==> src/core/flash_front_consts.svh <==
/*
  opcode values, array geometry and field positions for the serial flash front end.
  assumes nothing; definitions only.
*/
`ifndef FLASH_FRONT_CONSTS_SVH
`define FLASH_FRONT_CONSTS_SVH
`define OP_WRITE_ENABLE   8'h06
`define OP_WRITE_DISABLE  8'h04
`define OP_READ_STATUS    8'h05
`define OP_WRITE_STATUS   8'h01
`define OP_READ_DATA      8'h03
`define OP_FAST_READ      8'h0b
`define OP_DUAL_OUT_READ  8'h3b
`define OP_DUAL_IO_READ   8'hbb
`define OP_PAGE_PROGRAM   8'h02
`define OP_SECTOR_ERASE   8'h20
`define OP_SMALL_BLK_ERASE 8'h52
`define OP_LARGE_BLK_ERASE 8'hd8
`define OP_CHIP_ERASE_A   8'hc7
`define OP_CHIP_ERASE_B   8'h60
`define OP_POWER_DOWN     8'hb9
`define OP_RELEASE_PD     8'hab
`define OP_MAKER_ID       8'h90
`define OP_UNIQUE_ID      8'h4b
`define OP_STD_ID         8'h9f
`define CONT_MODE_ENTER   4'h2
`define CONT_RESET_WORD   16'hffff
`define PAGE_BYTES        9'h100
`define PAGES_PER_SECTOR  12'h010
`define PAGES_PER_SMALL   12'h080
`define PAGES_PER_LARGE   12'h100
`define PAGES_VAR0        12'h200
`define PAGES_VAR1        12'h400
`define PAGES_VAR2        12'h800
`define SECTORS_VAR0      8'h20
`define SECTORS_VAR1      8'h40
`define SECTORS_VAR2      8'h80
`define LARGE_VAR0        4'h2
`define LARGE_VAR1        4'h4
`define LARGE_VAR2        4'h8
`define ST_BUSY_BIT       0
`define ST_WEL_BIT        1
`define ST_GUARD_LSB      2
`define ST_LOCK_BIT       7
`define DEVICE_ID_VAL     8'h5a  // arbitrary value
`define MAKER_ID_VAL      8'ha5  // arbitrary value
`define SYNC_STAGES       2
`endif

==> src/core/flash_front_pkg.sv <==
/*
  types shared by the serial flash front end.
  assumes the constants header is compiled alongside.
*/
package flash_front_pkg;
  typedef enum logic [3:0] {
    PH_OPCODE, PH_ADDR, PH_MODE, PH_DUMMY, PH_READ, PH_WRITE, PH_STATUS_IN, PH_ID, PH_IGNORE
  } phase_t;
  typedef enum logic [3:0] {
    CMD_NONE, CMD_READ, CMD_FAST, CMD_DUAL_OUT, CMD_DUAL_IO, CMD_PROGRAM, CMD_ERASE_SEC,
    CMD_ERASE_SMALL, CMD_ERASE_LARGE, CMD_ERASE_CHIP, CMD_STATUS, CMD_ID
  } cmd_t;
endpackage

==> src/core/pin_edge_if.sv <==
/*
  interface carrying synchronised pin levels and clock edge pulses.
  assumes one clock domain, ref_clk.
*/
`timescale 1ns/10ps
interface pin_edge_if;
  logic sclk_rise;   // serial clock rising edge pulse
  logic sclk_fall;   // serial clock falling edge pulse
  logic sclk_lvl;    // synchronised serial clock level
  logic sel_lvl;     // synchronised select, high when selected
  logic sel_fall;    // select just asserted
  logic pause_lvl;   // synchronised pause pin, low pauses
  logic lane0;       // synchronised lane zero
  logic lane1;       // synchronised lane one
  logic guard_pin_n; // synchronised write protect, low active
  modport src (output sclk_rise, sclk_fall, sclk_lvl, sel_lvl, sel_fall, pause_lvl, lane0,
               lane1, guard_pin_n);
  modport dst (input sclk_rise, sclk_fall, sclk_lvl, sel_lvl, sel_fall, pause_lvl, lane0,
               lane1, guard_pin_n);
endinterface // pin_edge_if

==> src/core/pin_sync.sv <==
/*
  two-flop synchronisers for every pin, plus edge detection on the second stage.
  assumes pins are asynchronous to ref_clk.
*/
`timescale 1ns/10ps
module pin_sync (
  // clock and control
  input  wire logic ref_clk,
  input  wire logic resetn,
  input  wire logic clk_en,
  // raw pins
  input  wire logic [6:0] pins_in,
  // synchronised result
  pin_edge_if.src   sy
);
  logic [6:0] meta_ff;   // first stage, read only by second stage
  logic [6:0] sync_ff;   // second stage
  logic [6:0] last_ff;   // previous value for edge detection
  // pins: 0 sclk, 1 select_n, 2 pause_n, 3 lane0, 4 lane1, 5 wp_n
  always_ff @(posedge ref_clk) begin
    if (!resetn) begin
      meta_ff <= 7'h26;
      sync_ff <= 7'h26;
      last_ff <= 7'h26;
    end else if (clk_en) begin
      meta_ff <= pins_in;
      sync_ff <= meta_ff;
      last_ff <= sync_ff;
    end
  end
  assign sy.sclk_lvl    = sync_ff[0];
  assign sy.sclk_rise   = sync_ff[0] & ~last_ff[0];
  assign sy.sclk_fall   = ~sync_ff[0] & last_ff[0];
  assign sy.sel_lvl     = ~sync_ff[1];
  assign sy.sel_fall    = ~sync_ff[1] & last_ff[1];
  assign sy.pause_lvl   = sync_ff[2];
  assign sy.lane0       = sync_ff[3];
  assign sy.lane1       = sync_ff[4];
  assign sy.guard_pin_n = sync_ff[5];
endmodule // pin_sync

==> src/core/pause_ctrl.sv <==
/*
  pause state: enters and leaves only while the serial clock is low, except that deselect clears it at any clock level.
  assumes synchronised pin levels from pin_sync.
*/
`timescale 1ns/10ps
module pause_ctrl (
  // clock and control
  input  wire logic ref_clk,
  input  wire logic resetn,
  input  wire logic clk_en,
  // pins
  pin_edge_if.dst   sy,
  // result
  output logic      paused
);
  logic paused_ff;  // current pause state
  wire  want_pause = sy.sel_lvl & ~sy.pause_lvl;  // pause requested
  // change state only when clock low, i.e. now or after next falling edge
  always_ff @(posedge ref_clk) begin
    if (!resetn) begin
      paused_ff <= 1'b0;
    end else if (clk_en) begin
      if (!sy.sel_lvl) begin
        paused_ff <= 1'b0;                        // deselect clears pause
      end else if (!sy.sclk_lvl) begin
        paused_ff <= want_pause;
      end
    end
  end
  assign paused = paused_ff;
endmodule // pause_ctrl

==> src/core/flash_front.sv <==
/*
  serial flash front end: instruction decode, address and mode capture, single and dual
  data lanes, pause, write protect gating and array geometry checks.
  assumes the host drives pins in bus mode 0 or 3; ref_clk oversamples the serial clock.
*/
`timescale 1ns/10ps
`include "flash_front_consts.svh"
module flash_front (
  // clock and control
  input  wire logic        ref_clk,
  input  wire logic        resetn,
  input  wire logic        clk_en,
  input  wire logic [1:0]  density_sel,
  // serial pins
  input  wire logic        sclk_pin,
  input  wire logic        select_n_pin,
  input  wire logic        pause_n_pin,
  input  wire logic        write_guard_n_pin,
  input  wire logic        dual_lane_zero_i,
  output logic             dual_lane_zero_o,
  output logic             dual_lane_zero_oe,
  input  wire logic        dual_lane_one_i,
  output logic             dual_lane_one_o,
  output logic             dual_lane_one_oe,
  // array side
  input  wire logic [7:0]  array_rdata,
  input  wire logic [7:0]  uid_byte,
  output logic [23:0]      array_addr,
  output logic [7:0]       array_wdata,
  output logic             array_write,
  output logic             erase_req,
  output logic [1:0]       erase_kind,
  output logic             power_down,
  output logic [7:0]       status_out
);
  pin_edge_if sy ();
  logic paused;
  pin_sync u_sync (
    .ref_clk (ref_clk),
    .resetn  (resetn),
    .clk_en  (clk_en),
    .pins_in ({1'b0, write_guard_n_pin, dual_lane_one_i, dual_lane_zero_i, pause_n_pin,
               select_n_pin, sclk_pin}),
    .sy      (sy)
  );
  pause_ctrl u_pause (
    .ref_clk (ref_clk),
    .resetn  (resetn),
    .clk_en  (clk_en),
    .sy      (sy),
    .paused  (paused)
  );

  flash_front_pkg::phase_t phase_ff;     // transfer phase
  flash_front_pkg::cmd_t   cmd_ff;       // decoded instruction
  logic [7:0]  shift_in_ff;              // inbound shifter
  logic [7:0]  shift_out_ff;             // outbound shifter
  logic [5:0]  bit_cnt_ff;               // bits in current phase
  logic [23:0] addr_ff;                  // captured address
  logic [8:0]  prog_cnt_ff;              // bytes written in page program
  logic        armed_ff;                 // seen a select falling edge since reset
  logic        cont_mode_ff;             // continuous read active
  logic [15:0] reset_word_ff;            // watch for continuous-read reset word
  logic        wel_ff;                   // write enable latch
  logic [2:0]  guard_ff;                 // array guard bits
  logic        lock_ff;                  // status lock bit
  logic        pd_ff;                    // low-power state
  logic        d0_ff, d1_ff, oe0_ff, oe1_ff;
  logic [1:0]  id_idx_ff;                // identification byte index
  logic        write_ff, erase_ff;
  logic [1:0]  ekind_ff;

  // decode helpers
  wire active    = sy.sel_lvl & armed_ff & ~paused;
  wire rise      = active & sy.sclk_rise;
  wire fall      = active & sy.sclk_fall;
  wire dual_cmd  = (cmd_ff == flash_front_pkg::CMD_DUAL_OUT) |
                   (cmd_ff == flash_front_pkg::CMD_DUAL_IO);
  wire dual_in   = (cmd_ff == flash_front_pkg::CMD_DUAL_IO) &
                   ((phase_ff == flash_front_pkg::PH_ADDR) |
                    (phase_ff == flash_front_pkg::PH_MODE));
  wire [1:0] step = dual_in ? 2'd2 : 2'd1;
  wire [7:0] in_byte = dual_in ? {shift_in_ff[5:0], sy.lane1, sy.lane0}
                               : {shift_in_ff[6:0], sy.lane0};
  wire [5:0] cnt_nxt = bit_cnt_ff + {4'h0, step};
  wire byte_done = cnt_nxt[2:0] == 3'h0;
  // last fall of a read byte: after bit seven single, after the third pair dual
  wire rd_last = dual_cmd ? (bit_cnt_ff[1:0] == 2'd3) : (bit_cnt_ff[2:0] == 3'h7);
  wire hw_locked = lock_ff & ~sy.guard_pin_n;
  wire [11:0] max_pages = (density_sel == 2'd0) ? `PAGES_VAR0 :
                          (density_sel == 2'd1) ? `PAGES_VAR1 : `PAGES_VAR2;
  wire [11:0] page_of   = addr_ff[19:8];
  wire in_range = page_of < max_pages;
  // guard: guard_ff chooses top fraction 1/64..all of array protected
  wire [11:0] guard_floor = (guard_ff == 3'h0) ? 12'hfff :
                            (max_pages - (max_pages >> (3'h7 - guard_ff)));
  wire protected_pg = (guard_ff == 3'h7) | ((guard_ff != 3'h0) & (page_of >= guard_floor));
  wire may_write = wel_ff & in_range & ~protected_pg;
  wire [7:0] status_byte = {lock_ff, 1'b0, 1'b0, guard_ff, wel_ff, 1'b0};
  wire [7:0] id_byte = (id_idx_ff == 2'd0) ? `MAKER_ID_VAL : `DEVICE_ID_VAL;

  // opcode decode into command class
  function automatic flash_front_pkg::cmd_t decode(input logic [7:0] op);
    unique case (op)
      `OP_READ_DATA:       decode = flash_front_pkg::CMD_READ;
      `OP_FAST_READ:       decode = flash_front_pkg::CMD_FAST;
      `OP_DUAL_OUT_READ:   decode = flash_front_pkg::CMD_DUAL_OUT;
      `OP_DUAL_IO_READ:    decode = flash_front_pkg::CMD_DUAL_IO;
      `OP_PAGE_PROGRAM:    decode = flash_front_pkg::CMD_PROGRAM;
      `OP_SECTOR_ERASE:    decode = flash_front_pkg::CMD_ERASE_SEC;
      `OP_SMALL_BLK_ERASE: decode = flash_front_pkg::CMD_ERASE_SMALL;
      `OP_LARGE_BLK_ERASE: decode = flash_front_pkg::CMD_ERASE_LARGE;
      `OP_CHIP_ERASE_A,
      `OP_CHIP_ERASE_B:    decode = flash_front_pkg::CMD_ERASE_CHIP;
      `OP_READ_STATUS,
      `OP_WRITE_STATUS:    decode = flash_front_pkg::CMD_STATUS;
      `OP_RELEASE_PD,
      `OP_MAKER_ID,
      `OP_UNIQUE_ID,
      `OP_STD_ID:          decode = flash_front_pkg::CMD_ID;
      default:             decode = flash_front_pkg::CMD_NONE;
    endcase
  endfunction

  // arm after the first select falling edge
  always_ff @(posedge ref_clk) begin
    if (!resetn) begin
      armed_ff <= 1'b0;
    end else if (clk_en && sy.sel_fall) begin
      armed_ff <= 1'b1;
    end
  end

  // inbound sequencing on rising serial clock edges
  always_ff @(posedge ref_clk) begin
    if (!resetn) begin
      phase_ff <= flash_front_pkg::PH_OPCODE;
      cmd_ff <= flash_front_pkg::CMD_NONE;
      shift_in_ff <= 8'h00;
      bit_cnt_ff <= 6'h00;
      addr_ff <= 24'h000000;
      prog_cnt_ff <= 9'h000;
      cont_mode_ff <= 1'b0;
      reset_word_ff <= 16'h0000;
      wel_ff <= 1'b0;
      guard_ff <= 3'h0;
      lock_ff <= 1'b0;
      pd_ff <= 1'b0;
      id_idx_ff <= 2'd0;
      write_ff <= 1'b0;
      erase_ff <= 1'b0;
      ekind_ff <= 2'd0;
    end else if (clk_en) begin
      write_ff <= 1'b0;
      if (write_ff) begin
        addr_ff[7:0] <= addr_ff[7:0] + 8'h01;                        // step after the byte lands
      end
      erase_ff <= 1'b0;
      if (!sy.sel_lvl) begin
        // deselect ends the instruction; erases commit here
        if (phase_ff == flash_front_pkg::PH_IGNORE && cmd_ff != flash_front_pkg::CMD_NONE
            && may_write) begin
          erase_ff <= 1'b1;
          wel_ff <= 1'b0;
        end
        phase_ff <= (cont_mode_ff) ? flash_front_pkg::PH_ADDR : flash_front_pkg::PH_OPCODE;
        cmd_ff <= cont_mode_ff ? cmd_ff : flash_front_pkg::CMD_NONE;
        bit_cnt_ff <= 6'h00;
        prog_cnt_ff <= 9'h000;
        id_idx_ff <= 2'd0;
        reset_word_ff <= 16'h0000;
      end else if (rise) begin
        shift_in_ff <= in_byte;
        bit_cnt_ff <= cnt_nxt;
        reset_word_ff <= {reset_word_ff[14:0], sy.lane0};
        if (cont_mode_ff && phase_ff == flash_front_pkg::PH_ADDR &&
            {reset_word_ff[14:0], sy.lane0} == `CONT_RESET_WORD && cnt_nxt == 6'd16) begin
          cont_mode_ff <= 1'b0;
          phase_ff <= flash_front_pkg::PH_IGNORE;
          cmd_ff <= flash_front_pkg::CMD_NONE;
        end else if (byte_done) begin
          unique case (phase_ff)
            flash_front_pkg::PH_OPCODE: begin
              bit_cnt_ff <= 6'h00;
              cmd_ff <= decode(in_byte);
              if (pd_ff && in_byte != `OP_RELEASE_PD) begin
                phase_ff <= flash_front_pkg::PH_IGNORE;
                cmd_ff <= flash_front_pkg::CMD_NONE;
              end else if (in_byte == `OP_WRITE_ENABLE) begin
                wel_ff <= 1'b1;
                phase_ff <= flash_front_pkg::PH_IGNORE;
              end else if (in_byte == `OP_WRITE_DISABLE) begin
                wel_ff <= 1'b0;
                phase_ff <= flash_front_pkg::PH_IGNORE;
              end else if (in_byte == `OP_POWER_DOWN) begin
                pd_ff <= 1'b1;
                phase_ff <= flash_front_pkg::PH_IGNORE;
              end else if (in_byte == `OP_RELEASE_PD) begin
                pd_ff <= 1'b0;
                phase_ff <= flash_front_pkg::PH_ID;
                id_idx_ff <= 2'd1;
              end else if (in_byte == `OP_READ_STATUS) begin
                phase_ff <= flash_front_pkg::PH_STATUS_IN;
              end else if (in_byte == `OP_WRITE_STATUS) begin
                phase_ff <= flash_front_pkg::PH_WRITE;
              end else if (in_byte == `OP_STD_ID || in_byte == `OP_UNIQUE_ID) begin
                phase_ff <= flash_front_pkg::PH_ID;
              end else if (decode(in_byte) == flash_front_pkg::CMD_ERASE_CHIP) begin
                addr_ff <= 24'h000000;
                ekind_ff <= 2'd3;
                phase_ff <= flash_front_pkg::PH_IGNORE;
              end else if (decode(in_byte) == flash_front_pkg::CMD_NONE) begin
                phase_ff <= flash_front_pkg::PH_IGNORE;
              end else begin
                phase_ff <= flash_front_pkg::PH_ADDR;
              end
            end
            flash_front_pkg::PH_ADDR: begin
              addr_ff <= {addr_ff[15:0], in_byte};
              if (cnt_nxt == 6'd24) begin
                bit_cnt_ff <= 6'h00;
                unique case (cmd_ff)
                  flash_front_pkg::CMD_READ: phase_ff <= flash_front_pkg::PH_READ;
                  flash_front_pkg::CMD_DUAL_IO: phase_ff <= flash_front_pkg::PH_MODE;
                  flash_front_pkg::CMD_FAST,
                  flash_front_pkg::CMD_DUAL_OUT: phase_ff <= flash_front_pkg::PH_DUMMY;
                  flash_front_pkg::CMD_PROGRAM: phase_ff <= flash_front_pkg::PH_WRITE;
                  flash_front_pkg::CMD_ID: phase_ff <= flash_front_pkg::PH_ID;
                  default: begin
                    ekind_ff <= (cmd_ff == flash_front_pkg::CMD_ERASE_SEC) ? 2'd0 :
                                (cmd_ff == flash_front_pkg::CMD_ERASE_SMALL) ? 2'd1 : 2'd2;
                    phase_ff <= flash_front_pkg::PH_IGNORE;
                  end
                endcase
              end
            end
            flash_front_pkg::PH_MODE: begin
              cont_mode_ff <= {2'b00, in_byte[5:4]} == `CONT_MODE_ENTER;
              phase_ff <= flash_front_pkg::PH_READ;
              bit_cnt_ff <= 6'h00;
            end
            flash_front_pkg::PH_DUMMY: begin
              phase_ff <= flash_front_pkg::PH_READ;
              bit_cnt_ff <= 6'h00;
            end
            flash_front_pkg::PH_WRITE: begin
              if (cmd_ff == flash_front_pkg::CMD_STATUS) begin
                if (wel_ff && !hw_locked) begin
                  guard_ff <= in_byte[4:2];
                  lock_ff <= in_byte[`ST_LOCK_BIT];
                end
                wel_ff <= 1'b0;
                phase_ff <= flash_front_pkg::PH_IGNORE;
              end else if (prog_cnt_ff < `PAGE_BYTES && may_write) begin
                write_ff <= 1'b1;
                prog_cnt_ff <= prog_cnt_ff + 9'h001;
              end
            end
            default: ;
          endcase
        end
      end else if (fall && rd_last && phase_ff == flash_front_pkg::PH_READ) begin
        addr_ff <= addr_ff + 24'h000001;                            // auto increment
      end else if (fall && phase_ff == flash_front_pkg::PH_ID && bit_cnt_ff[2:0] == 3'h7) begin
        id_idx_ff <= id_idx_ff + 2'd1;
      end
      if (prog_cnt_ff != 9'h000 && !sy.sel_lvl) begin
        wel_ff <= 1'b0;                                              // program ends write enable
      end
    end
  end

  // outbound drive on falling serial clock edges
  wire out_phase = (phase_ff == flash_front_pkg::PH_READ) |
                   (phase_ff == flash_front_pkg::PH_STATUS_IN) |
                   (phase_ff == flash_front_pkg::PH_ID);
  wire [7:0] load_byte = (phase_ff == flash_front_pkg::PH_STATUS_IN) ? status_byte :
                         (phase_ff == flash_front_pkg::PH_ID) ?
                         ((cmd_ff == flash_front_pkg::CMD_ID && id_idx_ff == 2'd3) ?
                          uid_byte : id_byte) : array_rdata;
  always_ff @(posedge ref_clk) begin
    if (!resetn) begin
      shift_out_ff <= 8'h00;
      d0_ff <= 1'b0;
      d1_ff <= 1'b0;
      oe0_ff <= 1'b0;
      oe1_ff <= 1'b0;
    end else if (clk_en) begin
      if (!sy.sel_lvl) begin
        oe0_ff <= 1'b0;
        oe1_ff <= 1'b0;
      end else if (fall && out_phase) begin
        if (dual_cmd && phase_ff == flash_front_pkg::PH_READ) begin
          {d1_ff, d0_ff} <= (bit_cnt_ff[1:0] == 2'd0) ? load_byte[7:6] : shift_out_ff[7:6];
          shift_out_ff <= (bit_cnt_ff[1:0] == 2'd0) ? {load_byte[5:0], 2'b00}
                                                     : {shift_out_ff[5:0], 2'b00};
          oe0_ff <= 1'b1;
          oe1_ff <= 1'b1;
        end else begin
          d1_ff <= (bit_cnt_ff[2:0] == 3'h0) ? load_byte[7] : shift_out_ff[7];
          shift_out_ff <= (bit_cnt_ff[2:0] == 3'h0) ? {load_byte[6:0], 1'b0}
                                                     : {shift_out_ff[6:0], 1'b0};
          oe0_ff <= 1'b0;
          oe1_ff <= 1'b1;
        end
      end
    end
  end

  // registered outputs
  always_ff @(posedge ref_clk) begin
    if (!resetn) begin
      array_addr <= 24'h000000;
      array_wdata <= 8'h00;
      array_write <= 1'b0;
      erase_req <= 1'b0;
      erase_kind <= 2'd0;
      power_down <= 1'b0;
      status_out <= 8'h00;
      dual_lane_zero_o <= 1'b0;
      dual_lane_zero_oe <= 1'b0;
      dual_lane_one_o <= 1'b0;
      dual_lane_one_oe <= 1'b0;
    end else if (clk_en) begin
      array_addr <= addr_ff;
      array_wdata <= shift_in_ff;
      array_write <= write_ff;
      erase_req <= erase_ff;
      erase_kind <= ekind_ff;
      power_down <= pd_ff;
      status_out <= status_byte;
      dual_lane_zero_o <= d0_ff;
      dual_lane_zero_oe <= oe0_ff & ~paused;                         // float in pause
      dual_lane_one_o <= d1_ff;
      dual_lane_one_oe <= oe1_ff & ~paused;                          // held bit returns
    end
  end
endmodule // flash_front

==> config.mk <==
export PLATFORM = sky130hd
export DESIGN_NAME = flash_front
export DESIGN_NICKNAME = d
export VERILOG_FILES = /design/src/core/flash_front_pkg.sv /design/src/core/pin_edge_if.sv /design/src/core/pin_sync.sv /design/src/core/pause_ctrl.sv /design/src/core/flash_front.sv
export VERILOG_INCLUDE_DIRS = /design/src /design/src/core
export SDC_FILE = /design/constraint.sdc
export NUM_CORES = 1
export LEC_CHECK = 0
export ABC_AREA = 1
export BUFFER_PORTS_ARGS = -buffer_cell sky130_fd_sc_hd__buf_4
export CAP_MARGIN = 20
export CORE_MARGIN = 5
export CORE_UTILIZATION = 45
export CTS_BUF_LIST = sky130_fd_sc_hd__clkbuf_2 sky130_fd_sc_hd__clkbuf_4 sky130_fd_sc_hd__clkbuf_8
export CTS_CLUSTER_SIZE = 40
export DETAILED_ROUTE_END_ITERATION = 8
export PLACE_DENSITY = 0.6
export SYNTH_ARGS = -nofsm -noshare
export SYNTH_HDL_FRONTEND = slang
export SYNTH_HIERARCHICAL = 1
export SYNTH_SLANG_ARGS = --single-unit
==> constraint.sdc <==
create_clock -name ref_clk -period 5.2 [get_ports ref_clk]
set_clock_uncertainty 0.1 [all_clocks]
set_input_delay 0.26 -clock ref_clk [delete_from_list [all_inputs] [get_ports ref_clk]]
set_output_delay 0.26 -clock ref_clk [all_outputs]
set_load 0.005 [all_outputs]
# --- After elaboration in Yosys (flattened, before gate mapping) ---
# Cells that the tools add are included.
totals:
  ff_bits: 157
  latchBits: 0
  ramBits: 0
  romBits: 0
  output_inout_bits: 49
  elab_cells: 403
  memories: 0
classes:
  addsub: 7
  n_mul: 0
  div: 0
  n_lt_le_gt_ge: 3
  n_eq_ne: 90
  shifts: 1
  n_mux: 163
  bitwise_logic: 31
  n_reduce_logical: 70
ops:
  columns: ["op", "n"]
  rows:
  - ["two-way mux 24 bit", 13]
  - ["two-way mux 4 bit", 54]
  - ["two-way mux 8 bit", 10]
  - ["two-way mux 9 bit", 7]
  - ["equality test 8 bit, second input constant", 7]
  - ["two-way mux 2 bit", 27]
  - ["case mux 24 bit (2 select lines)", 1]
  - ["case mux 4 bit (11 select lines)", 1]
  - ["two-way mux 12 bit", 3]
  - ["two-way mux 1 bit", 35]
  - ["equality test 4 x 3 -> 1 bit, second input constant", 8]
  - ["two-way mux 15 bit", 2]
  - ["two-way mux 6 bit", 5]
  - ["inequality test 3 bit, second input constant", 10]
  - ["adder 24 x 1 -> 24 bit, second input constant", 1]
  - ["equality test 8 x 3 -> 1 bit, second input constant", 3]
  - ["equality test 8 x 7 -> 1 bit, second input constant", 3]
  - ["inequality test 2 bit, second input constant", 12]
  - ["case mux 4 bit (5 select lines)", 1]
  - ["nonzero test 2 bit", 10]
  - ["inequality test 3 x 2 -> 1 bit, second input constant", 6]
  - ["nonzero test 3 bit", 6]
  - ["logical AND 1 bit", 17]
  - ["AND reduction 17 bit", 1]
  - ["other kinds (58)", 122]

# --- Longest topological paths before layout ---
depth:
  depth_word: 55
  ltp_mapped: 30

# --- Modules after synthesis ---
# Netlist, hierarchy kept.
by_module_without_submodules:
  columns: ["module", "n_inst", "cells_each", "area_each_um2", "seq_area_each_um2"]
  rows:
  - ["flash_front", 1, 1338, 8898.5, 2822.7]
  - ["pin_sync", 1, 80, 564.3, 280.3]
  - ["pause_ctrl", 1, 8, 50.0, 20.0]

# --- Worst setup path after synthesis ---
# No wires, ideal clock.
synth_path:
  kind: "flip-flop to flip-flop"
  start: "register guard_ff[0]"
  end: "register prog_cnt_ff[6]"
  setup_time_ns: 0.080
  t_arrival_ns: 3.342
  setup_slack_ns: 1.678
  path_stages_with_launch: 25
  n_path_buf: 1
  period_less_slack_ns: 3.522
  path_cell_list: "dfxtp_1 -> clkbuf_1 -> inv_1 -> o21ai_0 -> o21ai_0 -> or2_2 -> ha_1 -> nand3_1 -> o211ai_1 -> nand3_1 -> nor3b_1 -> ha_1 -> a21oi_1 -> o21a_1 -> nand4_1 -> nand2_1 -> nand2_1 -> inv_1 -> nand2_1 -> nand2_1 -> nand2_1 -> inv_2 -> nand3_1 -> o21ai_0 -> nor3b_1"
synth_between:
  elab_chain_cells: 12
synth_lines:
  columns: ["item", "line_no", "rtl"]
  rows:
  - ["start: declaration", "flash_front.sv:65", "logic [2:0] guard_ff;"]
  - ["start signal: assignment", "flash_front.sv:249", "guard_ff <= in_byte[4:2];"]
  - ["subtractor 3 bit", "flash_front.sv:96", "(max_pages - (max_pages >> (3'h7 - guard_ff)));"]
  - [">> shifter 12 x 3 -> 12 bit", "flash_front.sv:96", null]
  - ["subtractor 12 bit", "flash_front.sv:96", null]
  - ["two-way mux 12 bit", "flash_front.sv:95", "wire [11:0] guard_floor = (guard_ff == 3'h0) ? 12'hfff :"]
  - ["greater-or-equal comparator 12 bit", "flash_front.sv:97", "wire protected_pg = (guard_ff == 3'h7) | ((guard_ff != 3'h0) & (page_of >= guard_floor));"]
  - ["bitwise AND 1 bit", "flash_front.sv:97", null]
  - ["bitwise OR 1 bit (*)", "flash_front.sv:97", null]
  - ["NOT 1 bit (*)", "flash_front.sv:98", "wire may_write = wel_ff & in_range & ~protected_pg;"]
  - ["bitwise AND 1 bit (*)", "flash_front.sv:98", null]
  - ["logical AND 1 bit (*)", "flash_front.sv:254", "end else if (prog_cnt_ff < `PAGE_BYTES && may_write) begin"]
  - ["nonzero test 2 bit (no line) (*)", null, null]
  - ["AND reduction 7 bit (no line) (*)", null, null]
  - ["end signal: assignment", "flash_front.sv:256", "prog_cnt_ff <= prog_cnt_ff + 9'h001;"]
  - ["end: declaration", "flash_front.sv:60", "logic [8:0] prog_cnt_ff;"]
# Every way passes the cells marked *; elsewhere a longest branch is shown, timed or not.
# A chain may end at the register's enable or synchronous reset.

# --- Final worst setup path ---
# Same ends and word-level chain as after synthesis.

==> flow_metrics.py <==
metrics = {
    "status": {
        "status": "completed",
    },
    "floorplanning": {
        "initial_core_util_pct": 45.54,
        "dieArea_mm2": 0.02415,
        "core_area_mm2": 0.02089,
        "die_x_um": 155.4,
        "num_rows": 53,
        "die_height_um": 155.4,
        "ios": 76,
    },
    "final_layout": {
        "diodes": 0,
        "final_nets": 1532,
        "area_growth_pct": 11.78,
        "drive_gt1_share_pct": 12.19,
        "utilization_pct": 50.91,
    },
    "timing": {
        "worst_slew_pin_slew_ns": 0.9190,
        "finalHoldViolCount": 0,
        "post-route-min-period_ns": 4.164,
        "max_slew_margin_pct": 38.73,
        "fin_crit_sh_pct": 80.08,
        "clock.fmax_ghz": 0.2402,
        "final-max-slew-violation-count": 0,
        "setup_viol": 0,
        "rsz0062_at_grt": "false",
        "finalSetupTns_ns": 0,
    },
    "synth": {
        "ys_types": 60,
        "ys_seq_elements": 156,
        "synthMuxAreaShare_pct": 0,
        "synthAdderAreaFrac_pct": 3.367,
        "synth_top_family_by_area": "simple AND/OR/NAND/NOR gates",
        "synth_top_cell_by_area": "dfxtp_1",
        "synth_flop_cell": "dfxtp_1",
        "synth_xor_area_share_pct": 1.381,
        "synth_area_per_cell_um2": 6.671,
        "yosys.cell_count.top_type": "nand2_1",
        "syn_area_mm2": 0.009513,
        "synth_edf_count": 0,
        "synth_top_cell_area_share_pct": 32.83,
        "seq_area_frac_synth_pct": 32.83,
        "synth_commonest_cells": "nand2_1 (303), inv_1 (161), dfxtp_1 (156)",
        "synth_area_leaders": "dfxtp_1 (33%), nand2_1 (12%), a21oi_1 (7.7%), o21ai_0 (7.7%), inv_1 (6.4%)",
        "yosysWarnings": 6,
        "async_reset_ff_share_pct": 0,
        "synthCells": 1426,
        "synth_compound_area_share_pct": 21.32,
        "synth-simple-area-share_pct": 31.05,
    },
    "flow_run": {
        "drv_cap": 0,
    },
    "setup_path": {
        "critPathKind": "reg -> reg",
        "cp-end-kind": "flip-flop",
        "rr_worst_depth": 23,
        "max_stage_delay_ns": 0.48,
        "r2r_start": "guard_ff[0]",
        "critPathRequiredTime_ns": 5.48,
        "crit_cells": 23,
        "cp_cell_sequence": "inv_1 > o21ai_0 > o21ai_0 > or2_2 > ha_1 > nand3_1 > o211ai_1 > a21oi_1 > nor3b_1 > ha_1 > a21oi_1 > o21a_1 > nand4_1 > nand2_1 > nand2_1 > inv_1 > nand2_1 > nand2_1 > nand2_1 > inv_2 > nand3_1 > o21ai_0 > nor3b_1",
        "cpMostUsedCell": "nand2_1",
        "worstPathMaxFanout": 8,
        "critical-path-top-delay-family": "simple AND/OR/NAND/NOR gates",
        "endpoint": "prog_cnt_ff[6]",
        "cp.buffers_inverters": 3,
        "crit_path_start": "guard_ff[0]",
        "slowest_stage": "dfxtp_1",
        "regToRegSetupSlack_ns": 1.04,
        "cp_data_arrival_time_ns": 4.45,
        "r2r-end": "prog_cnt_ff[6]",
        "worstSetupStartpointType": "flip-flop",
    },
    "route": {
        "via_per_inst": 5.390,
        "wirelength_mm": 27.83,
        "drt_pass1_iterations": 6,
        "route.detailed.drc": 0,
        "dr.first_iter.drc_count": 700,
        "wl_per_cell_um": 15.74,
        "antenna_left": 0,
        "vias": 9529,
    },
    "clock_tree": {
        "clk_pin_slew_worst_paths_ns": 0.09,
        "cts_sinks": 156,
        "h-tree-depth": 4,
        "clk_latency_ns": 0.47,
        "cts_resized": 0,
        "cts_buffer_depth": 2,
        "cts-root-buf": "clkbuf_8",
        "cts_tree": "built",
        "cts_buffers": 17,
    },
    "global_routing": {
        "grt_usage_pct": 23.17,
        "antenna_found_initial": 0,
        "grt_pass1_vias": 8852,
        "overflow": 0,
        "grt_pass1_wl_mm": 45.57,
        "grt_max_degree": 93,
    },
    "power_and_ir_drop": {
        "power_density_mw_per_mm2": 230.2,
        "p_leak_nw": 4.468,
        "ir_drop_uv": 146.2,
    },
    "min_path": {
        "worstHoldPathType": "in -> reg",
    },
    "placement": {
        "dp_hpwl_mm": 20.68,
        "gp_congestion": 0.9294,
        "portBuffers": 72,
    },
}
final cells by class:
type / instances / area [um^2]
clock inverters: 13 / 142.6
fillers: 2163 / 10250
clock buffers: 19 / 249.0
repair buffers: 86 / 660.6
multi-input cells: 1044 / 5445
inverters: 175 / 669.4
flip-flops and latches: 156 / 3123
well taps: 275 / 344.1
report_power, final:
group	switching (mW)	internal [mW]
combinational	0.176	0.0970
clock	0.488	0.440
sequential	0.0208	1.23
stage by stage:
| stage | setup WS, ns | hold WS, ns | area [um^2] | total power, mW | instances |
|---|---|---|---|---|---|
| 2_1_floorplan | 1.678 | 0.2804 | 9520 | 1.452 | 1428 |
| 3_3_place_gp | 1.047 | 0.3404 | 10180 | 1.544 | 1730 |
| 3_5_place_dp | 0.9443 | 0.3428 | 10180 | 1.544 | 1730 |
| 4_1_cts | 1.047 | 0.09025 | 10630 | 2.480 | 1768 |
| 5_1_grt | 0.6465 | 0.1072 | 10630 | 2.571 | 1768 |
| 6_report | 1.036 | 0.1071 | 10630 | 2.448 | 1768 |
sequential cells by signal, indices dropped and copies added, names as in the netlist, 7 cells and up:
signal	flops
shift_in_ff	8
array_addr	24
prog_cnt_ff	9
addr_ff	24
reset_word_ff	15
shift_out_ff	7
array_wdata	8
placed cells by master (no fill, tap or decap), types with 6 or more instances in the layout:
cell           netlist  final
buf_4                5     80
o211ai_1             6      6
inv_1              161    160
nand2_2             11     11
nand2_1            303    303
a211oi_1             7      7
nor4_1              11     11
a21oi_1            146    146
nand4_1             23     23
inv_2                8      9
nor3_1              26     26
clkbuf_8             0     17
ha_1                24     24
o22ai_1              8      8
nor2_2               7      7
nor2_1             143    143
nand3_2              7      7
nand2_4             11     11
o221ai_1             7      7
a221oi_1             7      7
o21ai_1              8      8
xor2_1              12     12
o21ai_0            146    146
nand3_1             69     69
dlygate4sd3_1        0      6
dfxtp_1            156    156
nand3b_1             6      6
routing by layer:
metal | wire length [um] | global-route usage [%]
met1 | 12560 | 30.02
met2 | 13310 | 39.42
met3 | 1301 | 3.700
met4 | 662 | 7.586
met5 | 0 | 0
worst register-to-register path, stage by stage (launching register included):
cell and delay, ns:
dfxtp_1 0.48, inv_1 0.16, o21ai_0 0.18, o21ai_0 0.16, or2_2 0.31, ha_1 0.33
nand3_1 0.09, o211ai_1 0.11, a21oi_1 0.07, nor3b_1 0.24, ha_1 0.29, a21oi_1 0.13
o21a_1 0.14, nand4_1 0.09, nand2_1 0.06, nand2_1 0.13, inv_1 0.14, nand2_1 0.06
nand2_1 0.06, nand2_1 0.13, inv_2 0.13, nand3_1 0.14, o21ai_0 0.15, nor3b_1 0.19
kinds of logic (layout without fill, tap and decap cells):
logic type                 Yosys count  count (layout)
DFF                                156             156
and+or+nand+nor                    636             636
buffers and inverters              228             293
other                                1               3
xor gates and xnor gates            15              15
AOI/OAI and AO/OA                  365             365
adders and majority gates           25              25
worst min-delay path by stage:
stage | from | endpoint | slack, ns | depth (start not counted)
finish | clk_en | array_wdata[0] | 0.11 | 2
CTS | clk_en | armed_ff | 0.09 | 3
global placement | u_sync/meta_ff[5] | u_sync/meta_ff[5] | 0.34 | 2
detailed placement | u_sync/meta_ff[5] | u_sync/meta_ff[5] | 0.34 | 2
global route | clk_en | armed_ff | 0.11 | 3
floorplan | resetn | u_sync/sync_ff[4] | 0.28 | 2
timing repair:
action / in CTS / in global routing
hold endpoints to repair: 6 / 0
setup buffers: 0 / 0
hold buffers: 6 / 0
endpoints found under the setup margin: 0 / 0
Power figures use the tool's default switching activity.
